**src/fpu_exc_pkg.sv**
```systemverilog
// constants and types for the divide-by-zero, overflow, underflow unit
// Overview of operation
// - raise divide-by-zero when a finite non-zero operand is divided by 0
// - divide-by-zero flag is status bit 2, its mask control bit 2
// - only divides, log2-multiply and exponent-extract report divide-by-zero
// - masked divide-by-zero: set flag, write substitute, no handler
// - unmasked divide-by-zero: set flag, request handler, keep stack and sources
// - masked divide by zero returns infinity signed by xor of operand signs
// - masked log2-multiply returns infinity opposite to the non-zero operand sign
// - masked extract: second entry minus infinity, top signed zero
// - raise overflow when rounded result exceeds destination's largest finite value
// - overflow on register results and float stores; integer stores signal invalid
// - overflow flag is status bit 3, its mask control bit 3
// - masked overflow writes a substitute chosen by the rounding mode
// - unmasked overflow to memory: set flag, request handler, clear C1, write nothing
// - unmasked overflow to register: subtract 24576 from exponent, store, trap
// - rebiased register result sets C1 when rounded up, clears it otherwise
// - scale still overflowing after rebias stores signed infinity
// - detect underflow when rounded result is below smallest normal value
// - integer and packed stores never report underflow
// - underflow flag is status bit 4, its mask control bit 4
// - unmasked underflow to memory: set flag, request handler, write nothing
// - unmasked underflow to register: add 24576 to exponent, store, trap
// - scale still underflowing after rebias stores signed zero
// - round-up condition bit sits at status bit 9
// - pending unmasked fault held in error summary, trapped at next check
package fpu_exc_pkg;
  // ****************************************************
  // status word layout
  // ****************************************************
  localparam int DIVZERO_BIT = 2;
  localparam int OVERFLOW_BIT = 3;
  localparam int UNDERFLOW_BIT = 4;
  localparam int ERROR_SUMMARY_BIT = 7;
  localparam int ROUND_UP_BIT = 9;
  localparam logic [15:0] STATUS_RESET = 16'h0000;
  // ****************************************************
  // exponent figures
  // ****************************************************
  localparam int REBIAS = 24576;
  localparam int EXT_BIAS = 16383;
  localparam int SINGLE_MAX = 127;
  localparam int SINGLE_MIN = -126;
  localparam int DOUBLE_MAX = 1023;
  localparam int DOUBLE_MIN = -1022;
  localparam int EXT_MAX = 16383;
  localparam int EXT_MIN = -16382;
  localparam int SINGLE_PREC = 24;
  localparam int DOUBLE_PREC = 53;
  localparam logic [14:0] EXP_INF = 15'h7fff;
  localparam logic [14:0] EXP_ZERO = 15'h0000;
  localparam logic [1:0] RC_NEAREST = 2'h0;
  localparam logic [1:0] RC_DOWN = 2'h1;
  localparam logic [1:0] RC_UP = 2'h2;
  // ****************************************************
  // types
  // ****************************************************
  typedef enum logic [3:0] {
    OP_DIVIDE, OP_REV_DIVIDE, OP_REV_DIVIDE_POP, OP_INT_DIVIDE,
    OP_INT_REV_DIVIDE, OP_LOG2_MULTIPLY, OP_EXP_EXTRACT, OP_SCALE,
    OP_FLOAT_STORE, OP_FLOAT_STORE_POP, OP_INT_STORE, OP_OTHER_ARITH
  } op_type;
  typedef enum logic [2:0] {
    FMT_SINGLE, FMT_DOUBLE, FMT_EXTENDED, FMT_INTEGER, FMT_PACKED
  } fmt_type;
endpackage : fpu_exc_pkg

```
**src/fpu_exc_unit.sv**
```systemverilog
// exception detection and response for divide-by-zero, overflow, underflow
module fpu_exc_unit #(
  parameter int EXP_W = 18,
  parameter int SIG_W = 64
) (
  // clock and reset
  input wire logic sys_clk_i,
  input wire logic sys_rst_i,
  // control word
  input wire logic divzero_mask_i,
  input wire logic overflow_mask_i,
  input wire logic underflow_mask_i,
  input wire logic [1:0] round_mode_i,
  input wire logic clear_flags_i,
  // operation from the datapath
  input wire logic op_valid_i,
  input wire fpu_exc_pkg::op_type op_code_i,
  input wire fpu_exc_pkg::fmt_type dest_format_i,
  input wire logic dest_is_reg_i,
  input wire logic a_sign_i,
  input wire logic a_zero_i,
  input wire logic a_finite_i,
  input wire logic b_sign_i,
  input wire logic b_zero_i,
  input wire logic res_sign_i,
  input wire logic signed [EXP_W-1:0] res_exp_i,
  input wire logic [SIG_W-1:0] res_sig_i,
  input wire logic res_rounded_up_i,
  input wire logic int_range_err_i,
  // instruction issue
  input wire logic check_pending_i,
  // results
  output logic result_valid_o,
  output logic dest_write_o,
  output logic dest_sign_o,
  output logic [14:0] dest_exp_o,
  output logic [SIG_W-1:0] dest_sig_o,
  output logic second_write_o,
  output logic stack_hold_o,
  output logic invalid_o,
  output logic [15:0] status_word_o,
  output logic handler_trap_o
);
  // ****************************************************
  // parameter checks
  // ****************************************************
  if (SIG_W != 64) $error("significand width must be 64");
  if (EXP_W < 17 || EXP_W > 30) $error("exponent width out of range");

  typedef logic signed [EXP_W-1:0] exp_type;

  function automatic exp_type fmt_max(fpu_exc_pkg::fmt_type f);
    if (f == fpu_exc_pkg::FMT_SINGLE) return exp_type'(fpu_exc_pkg::SINGLE_MAX);
    if (f == fpu_exc_pkg::FMT_DOUBLE) return exp_type'(fpu_exc_pkg::DOUBLE_MAX);
    return exp_type'(fpu_exc_pkg::EXT_MAX);
  endfunction : fmt_max

  function automatic exp_type fmt_min(fpu_exc_pkg::fmt_type f);
    if (f == fpu_exc_pkg::FMT_SINGLE) return exp_type'(fpu_exc_pkg::SINGLE_MIN);
    if (f == fpu_exc_pkg::FMT_DOUBLE) return exp_type'(fpu_exc_pkg::DOUBLE_MIN);
    return exp_type'(fpu_exc_pkg::EXT_MIN);
  endfunction : fmt_min

  function automatic logic [14:0] encode(exp_type e);
    exp_type b;
    b = e + exp_type'(fpu_exc_pkg::EXT_BIAS);
    return b[14:0];
  endfunction : encode

  // ****************************************************
  // decode
  // ****************************************************
  wire op_divide = op_code_i inside {fpu_exc_pkg::OP_DIVIDE,
    fpu_exc_pkg::OP_REV_DIVIDE, fpu_exc_pkg::OP_REV_DIVIDE_POP,
    fpu_exc_pkg::OP_INT_DIVIDE, fpu_exc_pkg::OP_INT_REV_DIVIDE};
  wire op_log2 = op_code_i == fpu_exc_pkg::OP_LOG2_MULTIPLY;
  wire op_extract = op_code_i == fpu_exc_pkg::OP_EXP_EXTRACT;
  wire op_scale = op_code_i == fpu_exc_pkg::OP_SCALE;
  wire op_int_store = op_code_i == fpu_exc_pkg::OP_INT_STORE;
  wire divides = op_divide | op_log2 | op_extract;
  // extract splits any zero; the others need a finite non-zero dividend
  wire dz_hit = op_valid_i & divides & b_zero_i
    & (op_extract | (a_finite_i & ~a_zero_i));
  // integer and packed stores never reach the range checks
  wire range_ok = op_valid_i & ~dz_hit & ~op_int_store;
  wire exp_type emax = fmt_max(dest_format_i);
  wire exp_type emin = fmt_min(dest_format_i);
  wire ov_hit = range_ok & (res_exp_i > emax);
  wire un_hit = range_ok & (res_sig_i != '0) & (res_exp_i < emin);
  wire dz_trap = dz_hit & ~divzero_mask_i;
  wire ov_trap = ov_hit & ~overflow_mask_i;
  wire un_trap = un_hit & ~underflow_mask_i;
  wire any_trap = dz_trap | ov_trap | un_trap;
  wire exp_type rebias = exp_type'(fpu_exc_pkg::REBIAS);
  wire exp_type reb_exp = ov_hit ? res_exp_i - rebias
    : res_exp_i + rebias;
  wire scale_inf = op_scale & ov_hit
    & (reb_exp > exp_type'(fpu_exc_pkg::EXT_MAX));
  wire scale_zero = op_scale & un_hit
    & (reb_exp < exp_type'(fpu_exc_pkg::EXT_MIN));
  // nearest, or directed rounding away from zero, gives infinity
  wire ov_to_inf = (round_mode_i == fpu_exc_pkg::RC_NEAREST)
    | ((round_mode_i == fpu_exc_pkg::RC_DOWN) & res_sign_i)
    | ((round_mode_i == fpu_exc_pkg::RC_UP) & ~res_sign_i);
  wire [SIG_W-1:0] big_sig = (dest_format_i == fpu_exc_pkg::FMT_SINGLE)
    ? {{fpu_exc_pkg::SINGLE_PREC{1'b1}}, {(SIG_W-fpu_exc_pkg::SINGLE_PREC){1'b0}}}
    : (dest_format_i == fpu_exc_pkg::FMT_DOUBLE)
    ? {{fpu_exc_pkg::DOUBLE_PREC{1'b1}}, {(SIG_W-fpu_exc_pkg::DOUBLE_PREC){1'b0}}}
    : '1;
  wire exp_type den_shift = emin - res_exp_i;
  // shifts of the full width or more flush to zero
  wire [SIG_W-1:0] den_sig = (den_shift >= exp_type'(SIG_W)) ? '0
    : res_sig_i >> den_shift;
  wire [14:0] den_exp = ((den_sig == '0)
    | (dest_format_i == fpu_exc_pkg::FMT_EXTENDED)) ? fpu_exc_pkg::EXP_ZERO
    : encode(emin);

  // ****************************************************
  // result selection
  // ****************************************************
  logic next_write;
  logic next_sign;
  logic [14:0] next_exp;
  logic [SIG_W-1:0] next_sig;
  logic next_second;
  logic next_hold;
  logic next_c1_load;
  logic next_c1;

  always_comb
  begin
    next_write = op_valid_i;
    next_sign = res_sign_i;
    next_exp = encode(res_exp_i);
    next_sig = res_sig_i;
    next_second = 1'b0;
    next_hold = 1'b0;
    next_c1_load = 1'b0;
    next_c1 = 1'b0;
    if (dz_trap | ((ov_trap | un_trap) & ~dest_is_reg_i))
    begin
      // faults that leave the destination and stack untouched for the handler
      next_write = 1'b0;
      next_hold = 1'b1;
      next_c1_load = ~dz_trap;
    end
    else if (dz_hit)
    begin
      next_exp = fpu_exc_pkg::EXP_INF;
      next_sig = {1'b1, {(SIG_W-1){1'b0}}};
      next_sign = a_sign_i ^ b_sign_i;
      if (op_log2)
        next_sign = ~a_sign_i;
      if (op_extract)
      begin
        next_second = 1'b1;
        next_sign = b_sign_i;
        next_exp = fpu_exc_pkg::EXP_ZERO;
        next_sig = '0;
      end
    end
    else if (ov_trap | un_trap)
    begin
      next_exp = encode(reb_exp);
      next_c1_load = 1'b1;
      next_c1 = res_rounded_up_i;
      if (scale_inf)
      begin
        next_exp = fpu_exc_pkg::EXP_INF;
        next_sig = {1'b1, {(SIG_W-1){1'b0}}};
      end
      if (scale_zero)
      begin
        next_exp = fpu_exc_pkg::EXP_ZERO;
        next_sig = '0;
      end
    end
    else if (ov_hit)
    begin
      next_exp = ov_to_inf ? fpu_exc_pkg::EXP_INF : encode(emax);
      next_sig = ov_to_inf ? {1'b1, {(SIG_W-1){1'b0}}} : big_sig;
    end
    else if (un_hit)
    begin
      next_exp = den_exp;
      next_sig = den_sig;
    end
  end

  // ****************************************************
  // status flags
  // ****************************************************
  logic divzero_flag;
  logic overflow_flag;
  logic underflow_flag;
  logic error_summary_flag;
  logic round_up_condition_bit;

  // a new event wins over a clear in the same cycle
  always_ff @(posedge sys_clk_i)
  begin
    if (sys_rst_i)
    begin
      divzero_flag <= 1'b0;
      overflow_flag <= 1'b0;
      underflow_flag <= 1'b0;
      error_summary_flag <= 1'b0;
      round_up_condition_bit <= 1'b0;
    end
    else
    begin
      divzero_flag <= dz_hit | (divzero_flag & ~clear_flags_i);
      overflow_flag <= ov_hit | (overflow_flag & ~clear_flags_i);
      underflow_flag <= un_hit | (underflow_flag & ~clear_flags_i);
      error_summary_flag <= any_trap
        | (error_summary_flag & ~clear_flags_i);
      if (next_c1_load)
        round_up_condition_bit <= next_c1;
    end
  end

  // ****************************************************
  // registered outputs
  // ****************************************************
  always_ff @(posedge sys_clk_i)
  begin
    if (sys_rst_i)
    begin
      result_valid_o <= 1'b0;
      dest_write_o <= 1'b0;
      dest_sign_o <= 1'b0;
      dest_exp_o <= fpu_exc_pkg::EXP_ZERO;
      dest_sig_o <= '0;
      second_write_o <= 1'b0;
      stack_hold_o <= 1'b0;
      invalid_o <= 1'b0;
      handler_trap_o <= 1'b0;
    end
    else
    begin
      result_valid_o <= op_valid_i;
      dest_write_o <= next_write;
      dest_sign_o <= next_sign;
      dest_exp_o <= next_exp;
      dest_sig_o <= next_sig;
      second_write_o <= next_second;
      stack_hold_o <= next_hold;
      invalid_o <= op_valid_i & op_int_store & int_range_err_i;
      // trap is taken only when the core polls the summary flag
      handler_trap_o <= check_pending_i & error_summary_flag;
    end
  end

  // status word is pure wiring of flops, reserved bits zero
  always_comb
  begin
    status_word_o = fpu_exc_pkg::STATUS_RESET;
    status_word_o[fpu_exc_pkg::DIVZERO_BIT] = divzero_flag;
    status_word_o[fpu_exc_pkg::OVERFLOW_BIT] = overflow_flag;
    status_word_o[fpu_exc_pkg::UNDERFLOW_BIT] = underflow_flag;
    status_word_o[fpu_exc_pkg::ERROR_SUMMARY_BIT] = error_summary_flag;
    status_word_o[fpu_exc_pkg::ROUND_UP_BIT] = round_up_condition_bit;
  end
endmodule : fpu_exc_unit

```
**config.mk**
```make
export PLATFORM = sky130hd
export DESIGN_NAME = fpu_exc_unit
export DESIGN_NICKNAME = d
export VERILOG_FILES = /design/src/fpu_exc_pkg.sv /design/src/fpu_exc_unit.sv
export SDC_FILE = /design/constraint.sdc
export NUM_CORES = 1
export LEC_CHECK = 0
export CAP_MARGIN = 0
export CORE_MARGIN = 5
export CORE_UTILIZATION = 40
export DETAILED_ROUTE_END_ITERATION = 10
export DONT_BUFFER_PORTS = 1
export GPL_TIMING_DRIVEN = 0
export RECOVER_POWER = 100
export SYNTH_ARGS = -nofsm -noshare
export SYNTH_HDL_FRONTEND = slang
export SYNTH_SLANG_ARGS = --single-unit
export TNS_END_PERCENT = 1
```
**constraint.sdc**
```tcl
create_clock -name sys_clk_i -period 21.2 [get_ports sys_clk_i]
set_input_delay 6.36 -clock sys_clk_i [delete_from_list [all_inputs] [get_ports sys_clk_i]]
set_output_delay 6.36 -clock sys_clk_i [all_outputs]
set_load 0.01 [all_outputs]
```
==> metrics, run 1 <==
worst setup path end dest_exp_o[13]; Leak 0.00469 uW; wire per inst 37.9 um; vias per cell ~7.5; DRC viols 0; fin. max-slew vios 0; initial cell density of the core 0.407; Clock Latency Late Sink 0.35 ns; sequential area share after synthesis 0.155; DR iter-0 viols around 2,600; crit end category flop; cell mode on critical path clkbuf_1; row cnt 62; max incr delay on CP between 0.7 and 0.8 ns; CP Class input pin to flop; status finished clean; Hold Crit Class flop to flop; Final period util 0.775; worst r2r path cells 2; Max Fclk 60.9 MHz; CP arrival 16.68 ns; drt pass-1 iters 6; Syn-to-layout area delta 6.14%; vias in the first global route 12,963; power per cell area 63.7 nW/um^2; Die Width 181 um; Tot GR Track Use 0.409; Critical R2R Launch error_summary_flag; DRT Wirelength 71,300 um; number of port buffers 0; Final Hold Vio Count 0; Slew @ Worst Pin roughly 1.4 ns; clock skew 0.000207 ns; worst hold margin 0.455 ns; CP startpoint kind input pin; Final Core Density 0.432; CTS H-tree depth 3; Warnings, synthesis 0; Finish-stage setup viols 0; RSZ-0062 raised after global routing no; FF/Latch Area 1820 sq um; gpl congestion between 1 and 1.5; core area 28,900 sq um; Max-Cap Viols 0; largest net degree at the start of global routing 17; Multi-input gate area ~9000 sq um; DR vias 14,033; antenna violations before repair 3; Hold-fix buffers, CTS 0; VDD IR max 0.0343 mV; CTS tree built; Mapped Cells 1,467; Worst setup startpoint res_exp_i[0]; EDFF count, synth 0; TritonCTS Sinks 91; clk buf depth 2; die footprint 32,900 sq um; share of layout cells above drive strength 1 0.145; aggregate global routing overflow 0; fillers roughly 3,000; IO Count 210; postcts setup bufs 0; Slew headroom 0.0734; slowest cell on the critical path o31ai_1; average cell area after synthesis 8.01 sq um; worst path required time 21.45 ns; Setup TNS 0 ns; fin crit period 16.43 ns; CTS root buf clkbuf_16; Crit Reg-Reg Endpoint error_summary_flag; clock-pin slew on the worst setup and hold paths 0.07 ns; Cell Area, Synth between 10,000 and 15,000 sq um; flop2flop setup slack 20.52 ns; #FFs+latches synth 91; antenna-violating nets left 0; Synth cell types 101; post-cts resize count 0; Most used DFF post-synth dfxtp_1; worst-path cell chain clkbuf_1, clkbuf_1, clkinv_1, clkbuf_1, clkbuf_1, ha_1, clkbuf_1, clkbuf_1, clkbuf_1, clkbuf_1, clkbuf_1, mux2i_1, nor2_1, o31ai_1, o31ai_1, a21oi_1, a2111o_1, o211ai_1, o31ai_1; Die H roughly 180 um; number of CTS-inserted buffers 9; asr flop ratio synth 0; first-pass GRT wire length approximately 99,000 um; Detailed Place HPWL 57,600 um; # nets final 1,619; crit path max fanout 11
-- Yosys cell counts, types with 5 or more instances --
| master | n | share of area |
|---|---|---|
| o31ai_1 | 19 | 0.012 |
| nor2b_1 | 9 | 0.0048 |
| mux2i_1 | 99 | 0.084 |
| and2_1 | 8 | 0.0043 |
| nor4_1 | 21 | 0.011 |
| clkbuf_1 | 52 | 0.017 |
| nor2_1 | 107 | 0.034 |
| a22o_1 | 31 | 0.023 |
| ha_1 | 21 | 0.022 |
| o2bb2ai_1 | 33 | 0.025 |
| nor3_1 | 35 | 0.015 |
| buf_2 | 47 | 0.020 |
| inv_1 | 29 | 0.0093 |
| buf_4 | 32 | 0.020 |
| mux2_2 | 51 | 0.049 |
| a21oi_1 | 106 | 0.045 |
| nand2_1 | 144 | 0.046 |
| a2111oi_0 | 5 | 0.0037 |
| o21ai_1 | 8 | 0.0034 |
| buf_6 | 9 | 0.0086 |
| a221oi_1 | 12 | 0.0089 |
| a21o_1 | 9 | 0.0058 |
| or2_2 | 7 | 0.0037 |
| a31oi_1 | 18 | 0.0096 |
| a211oi_1 | 14 | 0.0089 |
| and3_1 | 9 | 0.0048 |
| o221ai_1 | 14 | 0.010 |
| or3_1 | 9 | 0.0048 |
| nand3_1 | 41 | 0.017 |
| xor2_1 | 10 | 0.0075 |
| xnor2_1 | 19 | 0.014 |
| nand4_1 | 18 | 0.0096 |
| a32oi_1 | 5 | 0.0037 |
| buf_1 | 7 | 0.0022 |
| nand2b_1 | 11 | 0.0059 |
| mux4_2 | 56 | 0.11 |
| o211ai_1 | 23 | 0.015 |
| dfxtp_1 | 91 | 0.16 |
| a22oi_1 | 10 | 0.0064 |
| a221o_1 | 10 | 0.0085 |
| o22ai_1 | 18 | 0.0096 |
| o21ai_0 | 92 | 0.039 |
-- final cells by class --
cell class	instances	share of cell area
diodes	4	0.000803
clock inverters	6	0.00572
multi-input cells	1207	0.721
plain buffers	148	0.0581
repair buffers	1	0.000602
clock buffers	10	0.0192
well taps	384	0.0385
flip-flops and latches	91	0.146
inverters	31	0.00973
-- per-stage QoR --
stage / setup slack [ns] / cell area, sq um / cells / total power, uW
after floorplan: 9.67 / 11800 / 1477 / 464
after detailed placement: 7.64 / 12300 / 1861 / 607
final: 4.77 / 12500 / 1882 / 794
after CTS: 7.97 / 12600 / 1877 / 775
after global placement: 7.52 / 12300 / 1861 / 612
after global routing: 5.07 / 12500 / 1878 / 813
-- power breakdown --
group / switching, uW / total, uW / internal (uW)
sequential: 19.0 / 210 / 191
combinational: 281 / 415 / 134
clock: 72.7 / 169 / 95.9
total: 372 / 794 / 422
-- worst max-delay path, delay by kind of cell --
family / cells / cell delay [ns]
muxes: 1 / 0.72
AOI/OAI and AO/OA: 6 / 2.01
adders and majority gates: 1 / 0.67
and+or+nand+nor: 1 / 0.17
buffers and inverters: 10 / 6.70
-- cell usage in the layout, fill, tap and decap left out, drive strengths merged, types with 25 or more instances in the layout --
cell,Yosys,routed
o21ai,103,103
buf,95,71
mux4,56,56
mux2i,99,99
a21oi,109,109
nor3,37,37
a22o,31,31
clkbuf,53,88
inv,29,31
dfxtp,91,91
mux2,51,51
nand3,41,41
o211ai,25,25
o2bb2ai,33,33
nand2,144,144
nor2,108,108
-- worst min path at each step --
stage / slack, ns / cells after the start / end / start
finish: 0.46 / 2 / divzero_flag / divzero_flag
floorplan: 0.42 / 2 / handler_trap_o / error_summary_flag
detailed placement: 0.45 / 2 / divzero_flag / divzero_flag
global placement: 0.44 / 2 / handler_trap_o / error_summary_flag
CTS: 0.46 / 2 / divzero_flag / divzero_flag
global route: 0.49 / 2 / underflow_flag / underflow_flag
-- state kept, by name (all words and copies together) (netlist names) --
signal and count:
divzero_flag 1, dest_sig_o 64, round_up_condition_bit 1, dest_sign_o 1, handler_trap_o 1, overflow_flag 1, result_valid_o 1, dest_exp_o 15
underflow_flag 1, stack_hold_o 1, invalid_o 1, error_summary_flag 1, second_write_o 1, dest_write_o 1
-- cell families after synthesis --
family	Yosys count	synth area share
AO/OA/AOI/OAI	494	0.297
AND/OR/NAND/NOR	444	0.181
flip-flops	91	0.155
adder cells (fa/ha/maj)	22	0.0241
buffers and inverters	179	0.0787
XOR/XNOR	30	0.0230
other	1	0.000319
multiplexers	206	0.241
-- layer usage --
metal	GRT usage	wire length [um]
met2	0.594	29200
met5	0	11
met3	0.148	10500
met4	0.196	4450
met1	0.539	27200
No activity file was read; power rests on OpenSTA's default activity.
==> run 2, diff against run 1 <==
==> constraint.sdc (replaced) <==
create_clock -name sys_clk_i -period 16.5 [get_ports sys_clk_i]
set_input_delay 4.95 -clock sys_clk_i [delete_from_list [all_inputs] [get_ports sys_clk_i]]
set_output_delay 4.95 -clock sys_clk_i [all_outputs]
set_load 0.01 [all_outputs]
==> run 2 against run 1 <==
  * Design area did not move
  * Core utilization is the same
  * Critical path depth is the same
  * Power grew 29%
  * Largest cell class unchanged
  * Count of clock-buffer cells in the layout did not move
  * Critical path type unchanged
  * Sequential share of layout area unchanged
  * Combinational power is 29% higher
  * Setup slack lost 2.7 ns
  * Via count barely moved
  * Wire length barely moved
==> metrics, run 2 (synthesized netlist as in run 1, its figures left out) <==
DRC viols 0 (unchanged); aggregate global routing overflow 0 (unchanged); vias per cell 7.46 (about the same); commonest non-fill, non-tap cells in the layout nand2_1, a21oi_1, nor2_1, mux2i_1, o21ai_0; Tot GR Track Use 0.409 (unchanged); DR vias 14,026 (-0.050%); Hold Crit Class flop to flop; max reg flops 64 (unchanged); share of layout cells above drive strength 1 0.147 (+0.00268); CTS tree built; Final Hold Vio Count 0 (unchanged); largest net degree at the start of global routing 17 (unchanged); Slew headroom 0.0260 (-0.0474); Final Worst Setup Slack 2.05 ns (-2.72 ns); FF/Latch Area 1820 sq um (unchanged); Max-Cap Viols 0 (unchanged); Detailed Place HPWL 57,600 um (unchanged); VDD IR max 0.0446 mV (+30%); Leak 0.00470 uW (+0.23%); Cells after DPL 1,861 (unchanged); Largest regs dest_sig_o x64, dest_exp_o x15; postcts setup bufs 0 (unchanged); Final Core Density 0.432 (unchanged); fin crit period 14.45 ns; Finish-stage setup viols 0 (unchanged); Final period util 0.876; initial cell density of the core 0.407 (unchanged); wire per inst 37.9 um (about the same); Slew @ Worst Pin 1.46 ns (+0.0709 ns); most common cell after layout, fill and taps aside nand2_1; Syn-to-layout area delta 6.14% (unchanged); die footprint 32,900 sq um (unchanged); first-pass GRT wire length 99,100 um (unchanged); Setup TNS 0 ns (unchanged); gpl congestion 1.11 (unchanged); Multi-input gate area 8990 sq um (unchanged); Max Fclk 69.2 MHz; worst hold margin 0.455 ns (-0.0000210 ns); TritonCTS Sinks 91 (unchanged); Die H 181 um (unchanged); worst path required time 16.75 ns (-4.70 ns); DR iter-0 viols 2,608 (+0.42%); Largest Register dest_sig_o; clock skew 0.0000763 ns (-0.000131 ns); CP startpoint kind input pin; Die Width 181 um (unchanged); Hold-fix buffers, CTS 0 (unchanged); vias in the first global route 12,963 (unchanged); clk buf depth 2 (unchanged); DRT Wirelength 71,300 um (about the same); antenna-violating nets left 0 (unchanged); Final Non-Filler Cells 1,880 (-0.11%); RSZ-0062 raised after global routing no; core area 28,900 sq um (unchanged); crit end category flop; CTS root buf clkbuf_16; IO Count 210 (unchanged); fin. max-slew vios 0 (unchanged); # nets final 1,619 (unchanged); fillers 2,991 (-0.10%); crit path max fanout 11 (unchanged); pre-CTS WS 4.35 ns (-3.29 ns); clock-pin slew on the worst setup and hold paths 0.07 ns (about the same); CP arrival 14.70 ns (-1.98 ns); status finished clean; Clock Latency Late Sink 0.35 ns (about the same); power per cell area 81.9 nW/um^2 (+29%); CTS H-tree depth 3 (unchanged); drt pass-1 iters 9 (+3); CP Class input pin to flop; post-cts resize count 0 (unchanged); row cnt 62 (unchanged); number of port buffers 0 (unchanged); number of CTS-inserted buffers 9 (unchanged); antenna violations before repair 3 (unchanged)
[run 2: layout make-up]
type	instances	share of cell area
Inverter	31	0.00973
Antenna cell	2	0.000401
Buffer	148	0.0585
Tap cell	384	0.0385
Sequential cell	91	0.146
Clock buffer	10	0.0192
Multi-Input combinational cell	1207	0.721
Timing Repair Buffer	1	0.000602
Clock inverter	6	0.00572
[run 2: where the power goes]
group	total, uW	internal (uW)	switching (uW)
clock	217	123	94.0
sequential	270	246	24.4
combinational	534	173	361
[run 2: path summary, 6_finish.rpt]
check,start,to,slack [ns],depth (start not counted)
worst min-delay path,divzero_flag,divzero_flag,0.46,2
worst max register to register,error_summary_flag,error_summary_flag,15.82,2
worst max-delay path,res_exp_i[0],dest_exp_o[13],2.05,19
worst min register to register,divzero_flag,divzero_flag,0.46,2
[run 2: through the flow]
stage	instance area (sq um)	total power (uW)
6_report	12500	1020
5_1_grt	12500	1040
4_1_cts	12600	995
3_5_place_dp	12300	780
3_3_place_gp	12300	786
2_1_floorplan	11800	597
[run 2: metal layers]
metal | up-vias | global-route usage | wire length (um)
li1 | 5680 | - | -
met1 | 6834 | 0.539 | 27200
met3 | 249 | 0.148 | 10500
met5 | - | 0 | 11
met2 | 1261 | 0.594 | 29300
met4 | 2 | 0.196 | 4350
[run 2: critical path, cell delays in order]
cell,delay [ns]
clkbuf_1,0.74
clkbuf_1,0.79
clkinv_1,0.72
clkbuf_1,0.52
clkbuf_1,0.50
ha_1,0.67
clkbuf_1,0.66
clkbuf_1,0.64
clkbuf_1,0.75
clkbuf_1,0.53
nand2_1,0.27
a2111oi_0,0.90
a211oi_1,0.42
o22ai_1,0.43
nor2_1,0.10
o2111a_1,0.14
o221ai_1,0.31
o211ai_1,0.26
o31ai_1,0.36
==> run 3, diff against run 2 <==
--- a/config.mk
+++ b/config.mk
@@ -11,6 +11,7 @@
 export DETAILED_ROUTE_END_ITERATION = 10
 export DONT_BUFFER_PORTS = 1
 export GPL_TIMING_DRIVEN = 0
+export PLACE_DENSITY = 0.54
 export RECOVER_POWER = 100
 export SYNTH_ARGS = -nofsm -noshare
 export SYNTH_HDL_FRONTEND = slang
==> run 3 against run 2 <==
  * Sequential power about the same
  * Fmax up 6.5%
  * Design area up 0.36%
  * Core utilization up 0.16 points
  * Sequential share of layout area down 0.053 points
==> metrics, run 3 (synthesized netlist as in run 1, its figures left out) <==
status finished clean; Largest regs dest_sig_o x64, dest_exp_o x15; crit end category flop; Slew headroom 0.0450 (+0.0190); antenna-violating nets left 0 (unchanged); IO Count 210 (unchanged); Slew @ Worst Pin 1.42 ns (-0.0342 ns); largest net degree at the start of global routing 17 (unchanged); fin crit period 13.56 ns (-0.888 ns); share of layout cells above drive strength 1 0.149 (+0.00144); worst path required time 16.69 ns (-0.06 ns); Tot GR Track Use 0.399 (-0.0101); Detailed Place HPWL 55,700 um (-3.3%); die footprint 32,900 sq um (unchanged); Final Non-Filler Cells 1,877 (-0.16%); cell mode on critical path clkbuf_1; number of port buffers 0 (unchanged); FF/Latch Area 1820 sq um (unchanged); # nets final 1,618 (-0.062%); number of CTS-inserted buffers 9 (unchanged); CP Class input pin to flop; power per cell area 83.1 nW/um^2 (+1.5%); max incr delay on CP 0.81 ns (-0.09 ns); vias in the first global route 13,171 (+1.6%); Finish-stage setup viols 0 (unchanged); RSZ-0062 raised after global routing no; most common cell after layout, fill and taps aside nand2_1; Die Width 181 um (unchanged); first-pass GRT wire length 97,700 um (-1.4%); aggregate global routing overflow 0 (unchanged); clk buf depth 2 (unchanged); Max Fclk 73.7 MHz (+6.5%); Leak 0.00473 uW (+0.65%); Cells after DPL 1,861 (unchanged); wire per inst 36.7 um (-3.2%); initial cell density of the core 0.407 (unchanged); slowest cell on the critical path clkbuf_1; antenna violations before repair 5 (+2); Setup TNS 0 ns (unchanged); VDD IR max 0.0409 mV (-8.3%); Final Core Density 0.434 (+0.00156); DRT Wirelength 68,900 um (-3.3%); Largest Register dest_sig_o; fillers 3,020 (+0.97%); Syn-to-layout area delta 6.53%; clock-pin slew on the worst setup and hold paths 0.07 ns (about the same); worst-path cell chain buf_4, clkbuf_1, clkinv_1, clkbuf_1, clkbuf_1, ha_1, inv_1, clkbuf_1, clkbuf_1, clkbuf_1, clkbuf_1, o211ai_1, a41oi_1, nand2_1, nor4_1, nand3_1, a2111o_1, o211ai_2, a31oi_1; CTS H-tree depth 3 (unchanged); postcts setup bufs 0 (unchanged); post-cts resize count 0 (unchanged); CTS tree built; fin. max-slew vios 0 (unchanged); Clock Latency Late Sink 0.35 ns (about the same); drt pass-1 iters 7 (-2); antenna cells 0 (-2); Multi-input gate area 9000 sq um (about the same); TritonCTS Sinks 91 (unchanged); DR vias 13,954 (-0.51%); Final Hold Vio Count 0 (unchanged); vias per cell 7.43 (-0.35%); max reg flops 64 (unchanged); gpl congestion 1.06 (-4.7%); row cnt 62 (unchanged); clock skew 0.000211 ns (+0.000134 ns); DR iter-0 viols 2,690 (+3.1%); DRC viols 0 (unchanged); CP top delay family buffers and inverters; commonest non-fill, non-tap cells in the layout nand2_1, a21oi_1, nor2_1, mux2i_1, o21ai_0; Die H 181 um (unchanged); worst hold margin 0.447 ns (-0.00835 ns); core area 28,900 sq um (unchanged); CTS root buf clkbuf_16; CP startpoint kind input pin; Hold-fix buffers, CTS 0 (unchanged); CP arrival 13.75 ns (-0.95 ns); Max-Cap Viols 0 (unchanged); crit path max fanout 11 (unchanged); Final period util 0.822 (-0.0538); Hold Crit Class flop to flop; CP bufs+invs 10 (+1)
[run 3: changes by cell type in the layout (fill, tap and decap cells not counted), sizes merged]
cell and delta:
clkinv -1, diode -2, clkbuf -3, clkinvlp -1, bufinv +2, buf +2
[run 3: metrics by stage]
step                instance area [sq um]  worst slack [ns]  total power [uW]
finish                              12500              2.94              1040
detailed placement                  12300              4.32               775
floorplan                           11800              6.38               597
global route                        12500              2.87              1070
CTS                                 12600              4.68              1020
global placement                    12300              4.32               781
[run 3: worst paths after layout]
kind | end | start | depth (start not counted) | slack, ns
max | dest_exp_o[12] | res_exp_i[0] | 19 | 2.94
max reg2reg | error_summary_flag | error_summary_flag | 2 | 15.83
min | handler_trap_o | error_summary_flag | 2 | 0.45
min reg2reg | handler_trap_o | error_summary_flag | 2 | 0.45
[run 3: per-layer routing]
| layer | track usage | share of wire |
|---|---|---|
| met5 | 0 | 0.00012 |
| met4 | 0.207 | 0.068 |
| met3 | 0.125 | 0.14 |
| met2 | 0.565 | 0.40 |
| met1 | 0.543 | 0.39 |
[run 3: where the power goes]
group | switching, uW | internal [uW] | leakage (uW)
Clock | 89.9 | 154 | 0.000175
Combinational | 354 | 172 | 0.00380
Sequential | 23.5 | 246 | 0.000756
Total | 468 | 572 | 0.00473
[run 3: final cells by class]
cell class                      instances  share of cell area
Buffer                                148              0.0587
Clock buffer                           10              0.0191
Clock inverter                          6             0.00950
Inverter                               31             0.00970
Multi-Input combinational cell       1207               0.719
Sequential cell                        91               0.146
Tap cell                              384              0.0384
[run 3: worst min-delay path: stages, from the launching register on]
cell     delay (ns)
dfxtp_1        0.32
nand2_1        0.06
nor2_1         0.03
